==> src/ctm_pkg.sv <==
// Package for the compact timer: register offsets, field positions, reset values, types
package ctm_pkg;

	// Register offsets on the plain register port (byte addresses)
	localparam logic [2:0] CTM_ADDR_CTRL0 = 3'h0;
	localparam logic [2:0] CTM_ADDR_CTRL1 = 3'h1;
	localparam logic [2:0] CTM_ADDR_CNT_LO = 3'h2;
	localparam logic [2:0] CTM_ADDR_CNT_HI = 3'h3;
	localparam logic [2:0] CTM_ADDR_CMPA_LO = 3'h4;
	localparam logic [2:0] CTM_ADDR_CMPA_HI = 3'h5;
	localparam logic [2:0] CTM_ADDR_FLAGS = 3'h6;

	// Reset values
	localparam logic [7:0] CTM_CTRL0_RST = 8'h00;
	localparam logic [7:0] CTM_CTRL1_RST = 8'h00;
	localparam logic [9:0] CTM_CNT_RST = 10'h000;
	localparam logic [9:0] CTM_CMPA_RST = 10'h000;

	// Counter geometry
	localparam int CTM_CNT_W = 10;
	localparam logic [9:0] CTM_CNT_MAX = 10'h3ff;

	// Mode select codes
	localparam logic [1:0] CTM_MODE_CMP = 2'h0;
	localparam logic [1:0] CTM_MODE_PWM = 2'h2;
	localparam logic [1:0] CTM_MODE_TMR = 2'h3;

	// Pin action codes
	localparam logic [1:0] CTM_ACT_NONE = 2'h0;
	localparam logic [1:0] CTM_ACT_LOW = 2'h1;
	localparam logic [1:0] CTM_ACT_HIGH = 2'h2;
	localparam logic [1:0] CTM_ACT_TOGGLE = 2'h3;
	localparam logic [1:0] CTM_ACT_PWM = 2'h2;

	// First control register: counter_on and period_compare_bits
	typedef struct packed {
		logic [3:0] rsvd;
		logic counter_on;
		logic [2:0] period_compare_bits;
	} ctm_ctrl0_t;

	// Second control register, bit 7 down to bit 0
	typedef struct packed {
		logic [1:0] mode_select;
		logic [1:0] pin_action_select;
		logic output_initial_level;
		logic output_invert;
		logic period_duty_swap;
		logic clear_source_select;
	} ctm_ctrl1_t;

	// Register port request
	typedef struct packed {
		logic [2:0] addr;
		logic [7:0] wdata;
		logic wr;
		logic rd;
	} ctm_req_t;

endpackage

==> src/ctm_timer.sv <==
// Compact 10-bit timer: control registers, counter, compare logic and output pin
//
// Notes on behaviour
// Period field matches counter bits nine to seven
// Clear source zero: period match clears counter
// Period field zero: counter runs to overflow
// Mode 00 compare, 10 PWM, 11 timer
// Software stops timer before changing mode
// Compare mode: none, low, high, toggle on A
// PWM: inactive, active, waveform by action code
// Timer mode: software leaves pin output disabled
// Counter-on rise restores initial pin level
// Requested level equal initial: no visible change
// Software changes PWM action only while off
// Initial level bit sets pre-match pin level
// PWM: initial level bit picks active level
// Invert bit inverts pin, not in timer mode
// Swap bit exchanges period and duty sources
// Clear source one: compare-A match clears counter
// Clear source ignored in PWM mode
// Counter read-only as low and high byte
// Compare-A readable and writable as two bytes
// Low write buffered, loaded on high write
// High read latches low byte into buffer
// Counter-on rise zeroes count, fall holds it
// Compare-A and period matches set own flags; the code sets the period flag only in PWM mode or with clear source zero
// Compare-A checks all ten counter bits
// All fields zero after reset
//
// Added by the designer: the address map and the address-and-strobe port.
`timescale 1ns/1ps
`default_nettype none

module ctm_timer (
	// Clock and reset
	input wire logic i_clk,
	input wire logic i_reset,
	// Register port
	input wire logic [2:0] i_addr,
	input wire logic [7:0] i_wdata,
	input wire logic i_wr,
	input wire logic i_rd,
	output logic [7:0] o_rdata,
	// Timer clock tick (one-cycle enable from the clock selector, same domain)
	input wire logic i_tick,
	// Timer output pins
	output logic o_timer_out_pin_0,
	output logic o_timer_out_pin_1,
	output logic o_pin_oe,
	// Compare match event flags
	output logic o_match_a_flag,
	output logic o_period_match_flag
);

	typedef enum logic [2:0] {
		CTM_ST_OFF = 3'b001,
		CTM_ST_RUN = 3'b010,
		CTM_ST_START = 3'b100
	} ctm_state_t;

	ctm_pkg::ctm_req_t req;
	ctm_pkg::ctm_ctrl0_t ctrl0_r;
	ctm_pkg::ctm_ctrl1_t ctrl1_r;
	ctm_state_t state_r, state_nxt;
	logic [9:0] cnt_r, cnt_nxt;
	logic [9:0] cmpa_r;
	logic [7:0] wbuf_r;
	logic [7:0] rbuf_r;
	logic [7:0] rdata_r;
	logic pin_r, pin_nxt;
	logic flag_a_r, flag_p_r;
	logic on_d_r;
	logic on_rise;
	logic match_a, match_p, overflow;
	logic [9:0] cnt_inc;
	logic clr_cnt;
	logic pwm_active;
	logic pin_drive;

	// Address decode used by both the write and the read paths
	function automatic logic hit(input logic [2:0] a, input logic [2:0] ref_a, input logic s);
		hit = s && (a == ref_a);
	endfunction

	assign req = '{addr: i_addr, wdata: i_wdata, wr: i_wr, rd: i_rd};

	// Control registers; reserved bits of the first stay zero
	always_ff @(posedge i_clk) begin
		if (i_reset) begin
			ctrl0_r <= ctm_pkg::CTM_CTRL0_RST;
			ctrl1_r <= ctm_pkg::CTM_CTRL1_RST;
		end else begin
			if (hit(req.addr, ctm_pkg::CTM_ADDR_CTRL0, req.wr)) begin
				ctrl0_r <= {4'h0, req.wdata[3:0]};
			end
			if (hit(req.addr, ctm_pkg::CTM_ADDR_CTRL1, req.wr)) begin
				ctrl1_r <= req.wdata;
			end
		end
	end

	// Compare-A: low write parks in the buffer, high write commits both halves
	always_ff @(posedge i_clk) begin
		if (i_reset) begin
			wbuf_r <= 8'h00;
			cmpa_r <= ctm_pkg::CTM_CMPA_RST;
		end else begin
			if (hit(req.addr, ctm_pkg::CTM_ADDR_CMPA_LO, req.wr)) begin
				wbuf_r <= req.wdata;
			end
			if (hit(req.addr, ctm_pkg::CTM_ADDR_CMPA_HI, req.wr)) begin
				cmpa_r <= {req.wdata[1:0], wbuf_r};
			end
		end
	end

	// Counter-on edge detect; rise is seen in the same cycle the write lands in ctrl0_r
	always_ff @(posedge i_clk) begin
		if (i_reset) begin
			on_d_r <= 1'b0;
		end else begin
			on_d_r <= ctrl0_r.counter_on;
		end
	end
	assign on_rise = ctrl0_r.counter_on && !on_d_r;

	// Comparators look at the count the tick would reach, so a clear on match
	// gives a period of exactly the compare value, not one tick more
	assign cnt_inc = cnt_r + 10'h001;
	assign match_p = (ctrl0_r.period_compare_bits != 3'h0) &&
		(cnt_inc == {ctrl0_r.period_compare_bits, 7'h00});
	assign match_a = (cmpa_r != 10'h000) && (cnt_inc == cmpa_r);
	assign overflow = (cnt_r == ctm_pkg::CTM_CNT_MAX);

	// Clear source: PWM uses the swap bit, other modes the clear select
	always_comb begin
		if (ctrl1_r.mode_select == ctm_pkg::CTM_MODE_PWM) begin
			// Period source chosen by swap; clear select has no say here
			if (ctrl1_r.period_duty_swap) begin
				clr_cnt = match_a || overflow;
			end else begin
				clr_cnt = match_p || overflow;
			end
		end else if (ctrl1_r.clear_source_select) begin
			clr_cnt = match_a || overflow;
		end else begin
			clr_cnt = match_p || overflow;
		end
	end

	// Run state: off, starting (zero the count), running
	always_comb begin
		state_nxt = state_r;
		case (state_r)
			CTM_ST_OFF: begin
				if (on_rise) begin
					state_nxt = CTM_ST_START;
				end
			end
			CTM_ST_START: begin
				state_nxt = ctrl0_r.counter_on ? CTM_ST_RUN : CTM_ST_OFF;
			end
			CTM_ST_RUN: begin
				if (!ctrl0_r.counter_on) begin
					state_nxt = CTM_ST_OFF;
				end
			end
			default: begin
				state_nxt = CTM_ST_OFF;
			end
		endcase
	end

	always_ff @(posedge i_clk) begin
		if (i_reset) begin
			state_r <= CTM_ST_OFF;
		end else begin
			state_r <= state_nxt;
		end
	end

	// Counter next value; a clear wraps to zero on the same tick that matched
	always_comb begin
		cnt_nxt = cnt_r;
		if (state_r == CTM_ST_START) begin
			cnt_nxt = ctm_pkg::CTM_CNT_RST;
		end else if (state_r == CTM_ST_RUN && i_tick) begin
			if (clr_cnt) begin
				cnt_nxt = ctm_pkg::CTM_CNT_RST;
			end else begin
				cnt_nxt = cnt_r + 10'h001;
			end
		end
	end

	// Off state holds the residual count
	always_ff @(posedge i_clk) begin
		if (i_reset) begin
			cnt_r <= ctm_pkg::CTM_CNT_RST;
		end else begin
			cnt_r <= cnt_nxt;
		end
	end

	// Match flags: period flag in PWM mode, otherwise only when the period compare is the clear source
	always_ff @(posedge i_clk) begin
		if (i_reset) begin
			flag_a_r <= 1'b0;
			flag_p_r <= 1'b0;
		end else begin
			flag_a_r <= (state_r == CTM_ST_RUN) && i_tick && match_a;
			flag_p_r <= (state_r == CTM_ST_RUN) && i_tick && match_p &&
				(ctrl1_r.mode_select == ctm_pkg::CTM_MODE_PWM ||
				!ctrl1_r.clear_source_select);
		end
	end

	// PWM duty comparison, chosen by the swap bit
	always_comb begin
		if (ctrl1_r.period_duty_swap) begin
			pwm_active = cnt_r[9:7] < ctrl0_r.period_compare_bits ||
				ctrl0_r.period_compare_bits == 3'h0;
		end else begin
			pwm_active = cnt_r < cmpa_r;
		end
	end

	// Pin level before the invert stage
	always_comb begin
		pin_nxt = pin_r;
		case (ctrl1_r.mode_select)
			ctm_pkg::CTM_MODE_CMP: begin
				if (on_rise) begin
					pin_nxt = ctrl1_r.output_initial_level;
				end else if ((state_r == CTM_ST_RUN) && i_tick && match_a) begin
					// Setting a level the pin already holds leaves it unchanged
					case (ctrl1_r.pin_action_select)
						ctm_pkg::CTM_ACT_LOW: pin_nxt = 1'b0;
						ctm_pkg::CTM_ACT_HIGH: pin_nxt = 1'b1;
						ctm_pkg::CTM_ACT_TOGGLE: pin_nxt = !pin_r;
						default: pin_nxt = pin_r;
					endcase
				end
			end
			ctm_pkg::CTM_MODE_PWM: begin
				// Active level follows the initial level bit
				case (ctrl1_r.pin_action_select)
					ctm_pkg::CTM_ACT_NONE: pin_nxt = !ctrl1_r.output_initial_level;
					ctm_pkg::CTM_ACT_LOW: pin_nxt = ctrl1_r.output_initial_level;
					ctm_pkg::CTM_ACT_PWM: begin
						pin_nxt = (pwm_active && state_r == CTM_ST_RUN) ?
							ctrl1_r.output_initial_level : !ctrl1_r.output_initial_level;
					end
					default: pin_nxt = pin_r;
				endcase
			end
			default: begin
				pin_nxt = pin_r; // Timer mode and undefined code leave the pin alone
			end
		endcase
	end

	always_ff @(posedge i_clk) begin
		if (i_reset) begin
			pin_r <= 1'b0;
		end else begin
			pin_r <= pin_nxt;
		end
	end

	// Invert stage; timer mode does not drive the pin at all
	assign pin_drive = pin_nxt ^ (ctrl1_r.output_invert &&
		ctrl1_r.mode_select != ctm_pkg::CTM_MODE_TMR);

	always_ff @(posedge i_clk) begin
		if (i_reset) begin
			o_timer_out_pin_0 <= 1'b0;
			o_timer_out_pin_1 <= 1'b0;
			o_pin_oe <= 1'b0;
		end else begin
			o_timer_out_pin_0 <= pin_drive;
			o_timer_out_pin_1 <= pin_drive;
			// Pin enable off in timer mode so the pin stays general purpose
			o_pin_oe <= ctrl1_r.mode_select == ctm_pkg::CTM_MODE_CMP ||
				ctrl1_r.mode_select == ctm_pkg::CTM_MODE_PWM;
		end
	end

	assign o_match_a_flag = flag_a_r;
	assign o_period_match_flag = flag_p_r;

	// Read buffer: a high-byte read copies the matching low byte
	always_ff @(posedge i_clk) begin
		if (i_reset) begin
			rbuf_r <= 8'h00;
		end else if (hit(req.addr, ctm_pkg::CTM_ADDR_CNT_HI, req.rd)) begin
			rbuf_r <= cnt_r[7:0];
		end else if (hit(req.addr, ctm_pkg::CTM_ADDR_CMPA_HI, req.rd)) begin
			rbuf_r <= cmpa_r[7:0];
		end
	end

	// Read data, valid the cycle after the strobe only
	always_ff @(posedge i_clk) begin
		if (i_reset) begin
			rdata_r <= 8'h00;
		end else if (req.rd) begin
			case (req.addr)
				ctm_pkg::CTM_ADDR_CTRL0: rdata_r <= ctrl0_r;
				ctm_pkg::CTM_ADDR_CTRL1: rdata_r <= ctrl1_r;
				ctm_pkg::CTM_ADDR_CNT_LO: rdata_r <= rbuf_r;
				ctm_pkg::CTM_ADDR_CNT_HI: rdata_r <= {6'h00, cnt_r[9:8]};
				ctm_pkg::CTM_ADDR_CMPA_LO: rdata_r <= rbuf_r;
				ctm_pkg::CTM_ADDR_CMPA_HI: rdata_r <= {6'h00, cmpa_r[9:8]};
				ctm_pkg::CTM_ADDR_FLAGS: rdata_r <= {6'h00, flag_p_r, flag_a_r};
				default: rdata_r <= 8'h00;
			endcase
		end else begin
			rdata_r <= 8'h00;
		end
	end

	assign o_rdata = rdata_r;

endmodule

`default_nettype wire

==> config.mk <==
export PLATFORM = sky130hd
export DESIGN_NAME = ctm_timer
export DESIGN_NICKNAME = d
export VERILOG_FILES = /design/src/ctm_pkg.sv /design/src/ctm_timer.sv
export SDC_FILE = /design/constraint.sdc
export NUM_CORES = 1
export LEC_CHECK = 0
export ABC_AREA = 1
export ABC_CLOCK_PERIOD_IN_PS = 3150
export BUFFER_PORTS_ARGS = -buffer_cell sky130_fd_sc_hd__buf_2
export CAP_MARGIN = 30
export CORE_MARGIN = 2
export CORE_UTILIZATION = 49
export CTS_CLUSTER_SIZE = 28
export DETAILED_ROUTE_END_ITERATION = 10
export GPL_TIMING_DRIVEN = 0
export PLACE_DENSITY = 0.79
export SYNTH_ARGS = -nofsm -noshare
export SYNTH_HDL_FRONTEND = slang
export SYNTH_SLANG_ARGS = --single-unit
==> constraint.sdc <==
create_clock -name i_clk -period 3.15 [get_ports i_clk]
set_input_delay 0.63 -clock i_clk [delete_from_list [all_inputs] [get_ports i_clk]]
set_output_delay 0.63 -clock i_clk [all_outputs]
set_load 0.005 [all_outputs]
### After elaboration in Yosys (flattened, before gate mapping)

Cells that the tools add are included.
Widths: inputs -> output; s select.

* input bits: 16
* output and inout port bits: 13
* bits in registers: 65
* word-level logic and storage cells: 97

* reductions and logical operators: 35
* add/sub/neg operators: 1
* muxes and demuxes: 18
* order comparisons: 2
* bitwise gates (word level): 2
* equal/unequal tests: 19

Operator list (number)
* $pmux 8 s6: 1
* $eq 10x10->1: 2
* $mux 8: 2
* $logic_and 1x1->1: 15
* $eq 3x3->1 const B: 4
* $add 10x1->10 const B: 1
* $eq 10x10->1 const B: 1
* $lt 10x10->1: 1
* $mux 10: 1
* $reduce_bool 10->1: 1
* $eq 3x2->1 const B: 3
* $pmux 3 s3: 1
* $mux 1: 7
* $eq 2x2->1 const B: 3
* $eq 3x1->1 const B: 2
* $logic_not 3->1: 2
* $mux 3: 2
* $ne 2x2->1 const B: 3
* $pmux 1 s3: 2
* $reduce_or 2->1: 3
* $logic_or 1x1->1: 5
* $logic_not 1->1: 4
* $logic_not 2->1: 2
* $lt 3x3->1: 1
* other kinds (8): 8

### Depth between registers and ports, before layout

Gate-level depths: netlist of the first run.

* depth in word-level cells: 8
* depth in mapped cells: 17
* mapped depth without buffers: 17

### Worst setup path after synthesis of the first run

OpenSTA, ideal clock, no wires.

* kind: register to register
* from: register cnt_r[1]
* to: register cnt_r[3]
* data required time: 3.035 ns
* buffers on the path: 0
* stages on the path, launching flop included: 15
* setup time: 0.115 ns
* period minus slack after synthesis: 1.960 ns
* arrival time: 1.846 ns
* slack: 1.190 ns
* path through: dfxtp_1 -> ha_1 -> nand2_1 -> inv_1 -> nand2_2 -> o21ai_2 -> nand2_2 -> nand2_1 -> nand2_1 -> nor2_2 -> and2_4 -> nand2_4 -> nand3_4 -> nor2_1 -> o21a_1

* longest elaborated chain between the ends: 7
* elaborated cells between the ends (all ways): 12
* those cells by class: add/sub (1); eq/ne (3); mux (4); reduce/logical (4)

RTL lines
* start, declared: line ctm_timer.sv:65 `logic [9:0] cnt_r, cnt_nxt;`
* start signal, assigned: line ctm_timer.sv:199 `cnt_r <= ctm_pkg::CTM_CNT_RST;`
* start signal, assigned: line ctm_timer.sv:201 `cnt_r <= cnt_nxt;`
* $add 10x1->10: line ctm_timer.sv:129, ctm_timer.sv:191
* $eq 10x10->1, on equally long branches: line ctm_timer.sv:131, ctm_timer.sv:132
* $logic_and 1x1->1, on equally long branches: line ctm_timer.sv:130, ctm_timer.sv:132
* $logic_or 1x1->1, on equally long branches
* $mux 1, on equally long branches: line ctm_timer.sv:144, ctm_timer.sv:139
* $mux 1: line ctm_timer.sv:137 `if (ctrl1_r.mode_select == ctm_pkg::CTM_MODE_PWM) begin`
* $mux 10 (*): line ctm_timer.sv:188 `if (clr_cnt) begin`

Every way passes the cells marked *; elsewhere a longest branch is shown, timed or not.
A chain may end at the register's enable or synchronous reset.

### Worst setup path after layout of the first run

* from: register cnt_r[1]
* to: register cnt_r[5]

Same word-level chain as after synthesis.

==> results by group, run 1 <==
Run status
  • Status: finished clean

Clocking
  • Setup Fix Bufs, Post-CTS: 0
  • Worst skew pair latency: ~0.35 ns
  • CTS sink cnt: 65
  • CTS root buf: clkbuf_8
  • CTS Buffer Depth: 2
  • Clock slew at reported path FFs: 0.08 ns
  • Cts hold-fix bufs: 0
  • H-tree Lvls: 3
  • CTS tree: yes
  • CTS buffer count: 9
  • Post-CTS Resized: 0

STA
  • RSZ-0062 raised after global routing: false
  • Final hold viol count: 0
  • Fmax: ~0.41 GHz
  • Sum Neg Setup Slack: 0 ns
  • Slew at the pin closest to its max-slew limit: between 0.9 and 1 ns
  • Tcrit/Tclk final: approximately 77%
  • Setup-violating endpoint count in the final report: 0
  • Max transition margin: 33.5%
  • Crit path time final: between 2 and 2.5 ns
  • Final Max Tran Viols: 0
  • Worst Clk Skew: 0.0106 ns

Placement
  • Post-DP HPWL: 7160 µm
  • Dpl cell area: between 3000 and 4000 µm²
  • GPL Wtd Cong: 0.936
  • Post-Place Cells: 580
  • I/O Buffers: 27

Die
  • Core Rows: 30
  • DIE AREA: approximately 7500 µm²
  • I/O pin count: 29
  • Die span in y: 86.7 µm
  • Core area: 6720 µm²
  • Die width: around 87 µm
  • Initial Util: 49.9%

Global routing
  • Vias in the first global route: 2988
  • Total grt overflow: 0
  • Global-route wire length before repair: 14600 µm
  • GR Util All Layers: 25.4%
  • Pin count of the biggest net entering global routing: 13
  • Initial antenna violation count: 0

Route
  • Routed length per instance: 15.4 µm
  • Via density: 5.67
  • Final WL: 9190 µm
  • DRC viols: 0
  • Post-route ant nets: 0
  • Pre-Repair DR Iteration Count: 5
  • Initial DRC count: 275
  • Vias: around 3400

Setup path
  • Required time worst endpoint: 3.40 ns
  • Critical path peak fanout: 7
  • Crit path kind: flop to flop
  • Crit start category: flop
  • Worst path arrival time: 2.68 ns
  • CP Capture Type: flop

Synth
  • Total number of yosys warnings: 0
  • Syn Area/Cell: 7.08 µm²
  • Yosys cell types: 33
  • Post-synthesis cell count: 473
  • Sequential area share after synthesis: between 30% and 40%
  • #FFs+latches synth: 65
  • Post-Synthesis Cell Area: 3350 µm²
  • Syn_nets: 503

Layout
  • Layout area overhead: 14.6%
  • Final cell area excluding filler cells: 3840 µm²
  • Layout cell share with drive strength beyond 1: 10.9%
  • # diodes: 0
  • Post-Layout Cell Count: 596
  • Final net count: 541

Power and ir drop
  • Worst vdd ir: 356 µV
  • Leakage power: 1.64 nW
  • Power per cell area: 492 nW/µm²

Flow run
  • Max-Cap Viols: 0

Hold path
  • Hold Path Class: flop to flop
[cells by family after synthesis]
| kind of cell | count (synthesis) | synth area share, % |
|---|---|---|
| and+or+nand+nor | 196 | 25.8 |
| AOI/OAI and AO/OA | 123 | 20.9 |
| buffers and inverters | 71 | 8.18 |
| DFF | 65 | 38.8 |
| adders and majority gates | 14 | 5.23 |
| xor gates and xnor gates | 4 | 1.05 |
[area by class of cell]
cell class / instances / area, µm²
Buffer: 11 / 48.8
Clock buffer: 10 / 138
Clock inverter: 6 / 115
Fill cell: 641 / 2880
Inverter: 60 / 225
Multi-Input combinational cell: 337 / 1780
Sequential cell: 65 / 1300
Tap cell: 80 / 100
Timing Repair Buffer: 27 / 135
[per-layer routing]
metal  up-vias  wire length, µm  GRT usage, %
met2       131             4210          39.8
met1      1560             4210          34.5
met5         -                0             0
met3        21              578          6.38
li1       1666                -             -
met4         0              189          7.81
[path summary, 6_finish.rpt]
path	from	end	slack (ns)	cells past startpoint
min reg2reg	wbuf_r[0]	wbuf_r[0]	0.45	2
max reg2reg	cnt_r[1]	cnt_r[5]	0.72	14
max	cnt_r[1]	cnt_r[5]	0.72	14
min	wbuf_r[0]	wbuf_r[0]	0.45	2
[worst max-delay path, stage by stage, from the launching register on]
cell and delay (ns):
dfxtp_1 0.47, ha_1 0.33, nand2_1 0.10, inv_1 0.15, nand2_2 0.10, nand2_1 0.11, nand2_1 0.06, nand2_1 0.07
nand2_1 0.05, nor2_1 0.24, and2_4 0.21, nand2_4 0.07, nand3_4 0.14, nor2_1 0.06, o21a_1 0.16
[power breakdown]
group          leakage, nW  switching (mW)  internal (mW)
clock                0.123           0.343          0.550
sequential           0.526          0.0127          0.840
combinational        0.993          0.0958         0.0461
[state kept, by name, indices dropped and copies added (netlist names)]
name,cells
cmpa_r,10
cnt_r,10
ctrl0_r,4
ctrl1_r,8
o_match_a_flag,1
o_period_match_flag,1
o_pin_oe,1
o_rdata,8
o_timer_out_pin_1,1
on_d_r,1
pin_r,1
rbuf_r,8
state_r,3
wbuf_r,8
[through the flow]
stage | hold WS [ns] | util [%] | power, mW | setup WS, ns
2_1_floorplan | 0.420 | - | 0.959 | 1.19
3_3_place_gp | 0.430 | 53.4 | 1.01 | 0.827
3_5_place_dp | 0.436 | 53.4 | 1.01 | 0.802
4_1_cts | 0.448 | 57.1 | 1.88 | 0.786
5_1_grt | 0.467 | 57.1 | 1.94 | 0.541
6_report | 0.446 | 57.1 | 1.89 | 0.716
[synth_stat cells]
cell type | n | area (µm²)
a21boi_0 | 4 | 30.0
a21oi_1 | 50 | 250
a221oi_1 | 8 | 70.1
a22oi_1 | 4 | 30.0
a31oi_1 | 1 | 6.26
and2_4 | 1 | 8.76
and3_1 | 2 | 12.5
buf_4 | 2 | 15.0
clkbuf_1 | 9 | 33.8
clkinv_1 | 1 | 3.75
dfxtp_1 | 65 | 1300
ha_1 | 14 | 175
inv_1 | 59 | 221
nand2_1 | 77 | 289
nand2_2 | 3 | 18.8
nand2_4 | 1 | 11.3
nand3_1 | 30 | 150
nand3_2 | 1 | 10.0
nand3_4 | 1 | 17.5
nand4_1 | 7 | 43.8
nor2_1 | 57 | 214
nor2_2 | 2 | 12.5
nor2_4 | 1 | 11.3
nor3_1 | 13 | 65.1
o211ai_1 | 2 | 15.0
o21a_1 | 6 | 45.0
o21ai_0 | 39 | 195
o21ai_1 | 1 | 5.00
o21ai_2 | 1 | 8.76
o21bai_1 | 1 | 7.51
o22ai_1 | 6 | 37.5
xnor2_1 | 1 | 8.76
xor2_1 | 3 | 26.3
[placed cells by master (no fill, tap or decap), types with 4 or more instances in the layout]
master    instances
nor3_1           13
inv_1            59
o22ai_1           6
clkbuf_8         10
a22oi_1           4
ha_1             14
nand3_1          30
nand2_1          77
clkbuf_1          9
nand4_1           7
a21oi_1          50
o21ai_0          39
a21boi_0          4
a221oi_1          8
buf_2            27
nor2_1           57
dfxtp_1          65
o21a_1            6
Note: power is estimated with default switching activity, not from simulation.
==> run 2, diff against run 1 <==
--- a/config.mk
+++ b/config.mk
@@ -6,7 +6,7 @@
 export NUM_CORES = 1
 export LEC_CHECK = 0
 export ABC_AREA = 1
-export ABC_CLOCK_PERIOD_IN_PS = 3150
+export ABC_CLOCK_PERIOD_IN_PS = 2050
 export BUFFER_PORTS_ARGS = -buffer_cell sky130_fd_sc_hd__buf_2
 export CAP_MARGIN = 30
 export CORE_MARGIN = 2
@@ -14,7 +14,7 @@
 export CTS_CLUSTER_SIZE = 28
 export DETAILED_ROUTE_END_ITERATION = 10
 export GPL_TIMING_DRIVEN = 0
-export PLACE_DENSITY = 0.79
+export PLACE_DENSITY = 0.81
 export SYNTH_ARGS = -nofsm -noshare
 export SYNTH_HDL_FRONTEND = slang
 export SYNTH_SLANG_ARGS = --single-unit
==> constraint.sdc (replaced) <==
create_clock -name i_clk -period 2.05 [get_ports i_clk]
set_input_delay 0.41 -clock i_clk [delete_from_list [all_inputs] [get_ports i_clk]]
set_output_delay 0.41 -clock i_clk [all_outputs]
set_load 0.005 [all_outputs]
==> results by group, run 2 (synthesized netlist as in run 1, its figures left out) <==
Route
  • Via density: between 5 and 6
  • Pre-Repair DR Iteration Count: 5
  • Routed length on met3: about 760 µm
  • DRC viols: 0
  • Vias: roughly 3500
  • Uppermost routed layer: met4
  • Post-route ant nets: 0
  • Routed length per instance: between 15 and 20 µm
  • Routed length on met2: 4520 µm
  • Initial DRC count: approximately 280
  • M1 WL: about 4200 µm
  • Final WL: around 9600 µm

STA
  • Setup-violating endpoint count in the final report: 5
  • Tcrit/Tclk final: 101%
  • Crit path time final: a little over 2 ns
  • Worst Clk Skew: 0.0119 ns
  • Max transition margin: 34.8%
  • Final Max Tran Viols: 0
  • Final hold viol count: 0
  • Worst Slack Setup Final: -0.0254 ns
  • Fmax: about 0.48 GHz
  • RSZ-0062 raised after global routing: true
  • Slew at the pin closest to its max-slew limit: ~0.97 ns

Setup path
  • Worst path arrival time: between 2 and 2.5 ns
  • CP Capture Type: flop
  • Crit start category: flop
  • Required time worst endpoint: ~2.3 ns
  • Critical path peak fanout: 6
  • Worst reg-to-reg setup slack: -0.03 ns
  • Crit path kind: flop to flop
  • Worst reg2reg path depth: 13

Layout
  • Layout area overhead: 21.6%
  • Post-Layout Cell Count: 609
  • Most frequent cells in the layout: nand2_1, inv_1, dfxtp_1
  • Regs by FF count: cmpa_r: 10 flops, cnt_r: 10 flops
  • Commonest non-fill, non-tap cell in the layout: nand2_1
  • Layout cell share with drive strength beyond 1: between 20% and 30%
  • # diodes: 0
  • Final net count: 554

Die
  • Core Rows: 30
  • DIE AREA: roughly 7500 µm²
  • Core area: 6720 µm²
  • Initial Util: 49.9%
  • Die width: 86.7 µm
  • I/O pin count: 29
  • Die span in y: 86.7 µm

Clocking
  • CTS buffer count: 9
  • H-tree Lvls: 3
  • CTS root buf: clkbuf_8
  • Clock slew at reported path FFs: 0.07 ns
  • Cts hold-fix bufs: 0
  • CTS sink cnt: 65
  • CTS Buffer Depth: 2
  • CTS tree: yes
  • Worst skew pair latency: between 0.3 and 0.4 ns

Global routing
  • GR Util All Layers: 26.4%
  • Initial antenna violation count: 0
  • Global-route wire length before repair: 15200 µm
  • Pin count of the biggest net entering global routing: 12
  • Total grt overflow: 0
  • Vias in the first global route: between 3000 and 4000

Run status
  • Failing checks: setup timing
  • Status: complete, but fails checks

Placement
  • I/O Buffers: 27
  • Post-Place Cells: 580
  • Post-DP HPWL: 7090 µm
  • GPL Wtd Cong: 0.972

Flow run
  • Max-Cap Viols: 0

Power and ir drop
  • Worst vdd ir: 529 µV
  • Pwr Total: approximately 2.6 mW
  • Power per cell area: 640 nW/µm²
  • Leakage power: ~1.7 nW

Hold path
  • Worst Hold Depth: 3
  • Hold Path Class: primary input to flop
run 2: cell types whose count changed in the layout (fill, tap and decap cells not counted), sizes merged:
cell / delta
clkbuf: +1
bufinv: -2
buf: +13
clkinv: +1
run 2: layout make-up:
class	count	area, µm²
clock buffer	11	131
tap	80	100
multi-input combinational	337	1940
inverter	60	228
sequential	65	1330
buffer	11	56.3
clock inverter	5	56.3
fill	602	2640
timing repair buffer	40	236
run 2: worst max-delay path: stages (launching register included):
cell	delay, ns
dfxtp_4	0.38
buf_4	0.15
ha_4	0.21
xor2_1	0.13
nor2_1	0.08
nand3_1	0.08
nor2_1	0.12
nand3_2	0.11
nor2_4	0.12
and2_4	0.17
nand2_4	0.06
nand3_4	0.14
nor2_1	0.06
o21a_1	0.16
run 2: final timing paths:
kind / startpoint / endpoint
worst max register to register: cnt_r[1] / cnt_r[6]
worst max-delay path: cnt_r[1] / cnt_r[6]
worst min-delay path: i_wdata[5] / ctrl1_r[5]
worst min register to register: wbuf_r[5] / wbuf_r[5]
run 2: through the flow:
step	util (%)	hold WS (ns)	cell area, µm²	setup TNS (ns)	worst slack [ns]
after floorplan	-	0.420	3350	0	0.0896
after global placement	53.4	0.429	3590	-2.28	-0.265
after detailed placement	53.4	0.448	3590	-3.69	-0.341
after CTS	58.3	0.359	3920	-0.0193	-0.00973
after global routing	60.7	0.356	4080	-1.13	-0.133
final	60.7	0.362	4080	-0.0995	-0.0254
run 2: repair_timing:
item,CTS,global route
pin swaps,8,13
buffers inserted,5,8
resized for setup,38,31
setup endpoints to repair,13,12
run 2: where the power goes:
part	switching (mW)	leakage [nW]	internal (mW)
Clock	0.508	0.0933	0.560
Combinational	0.157	1.08	0.0767
Sequential	0.0221	0.534	1.28
Total	0.687	1.71	1.92
run 2: per-layer routing:
metal | vias up | track usage [%]
li1 | 1699 | -
met1 | 1600 | 34.4
met2 | 151 | 42.8
met3 | 15 | 6.76
met4 | 0 | 8.52
met5 | - | 0
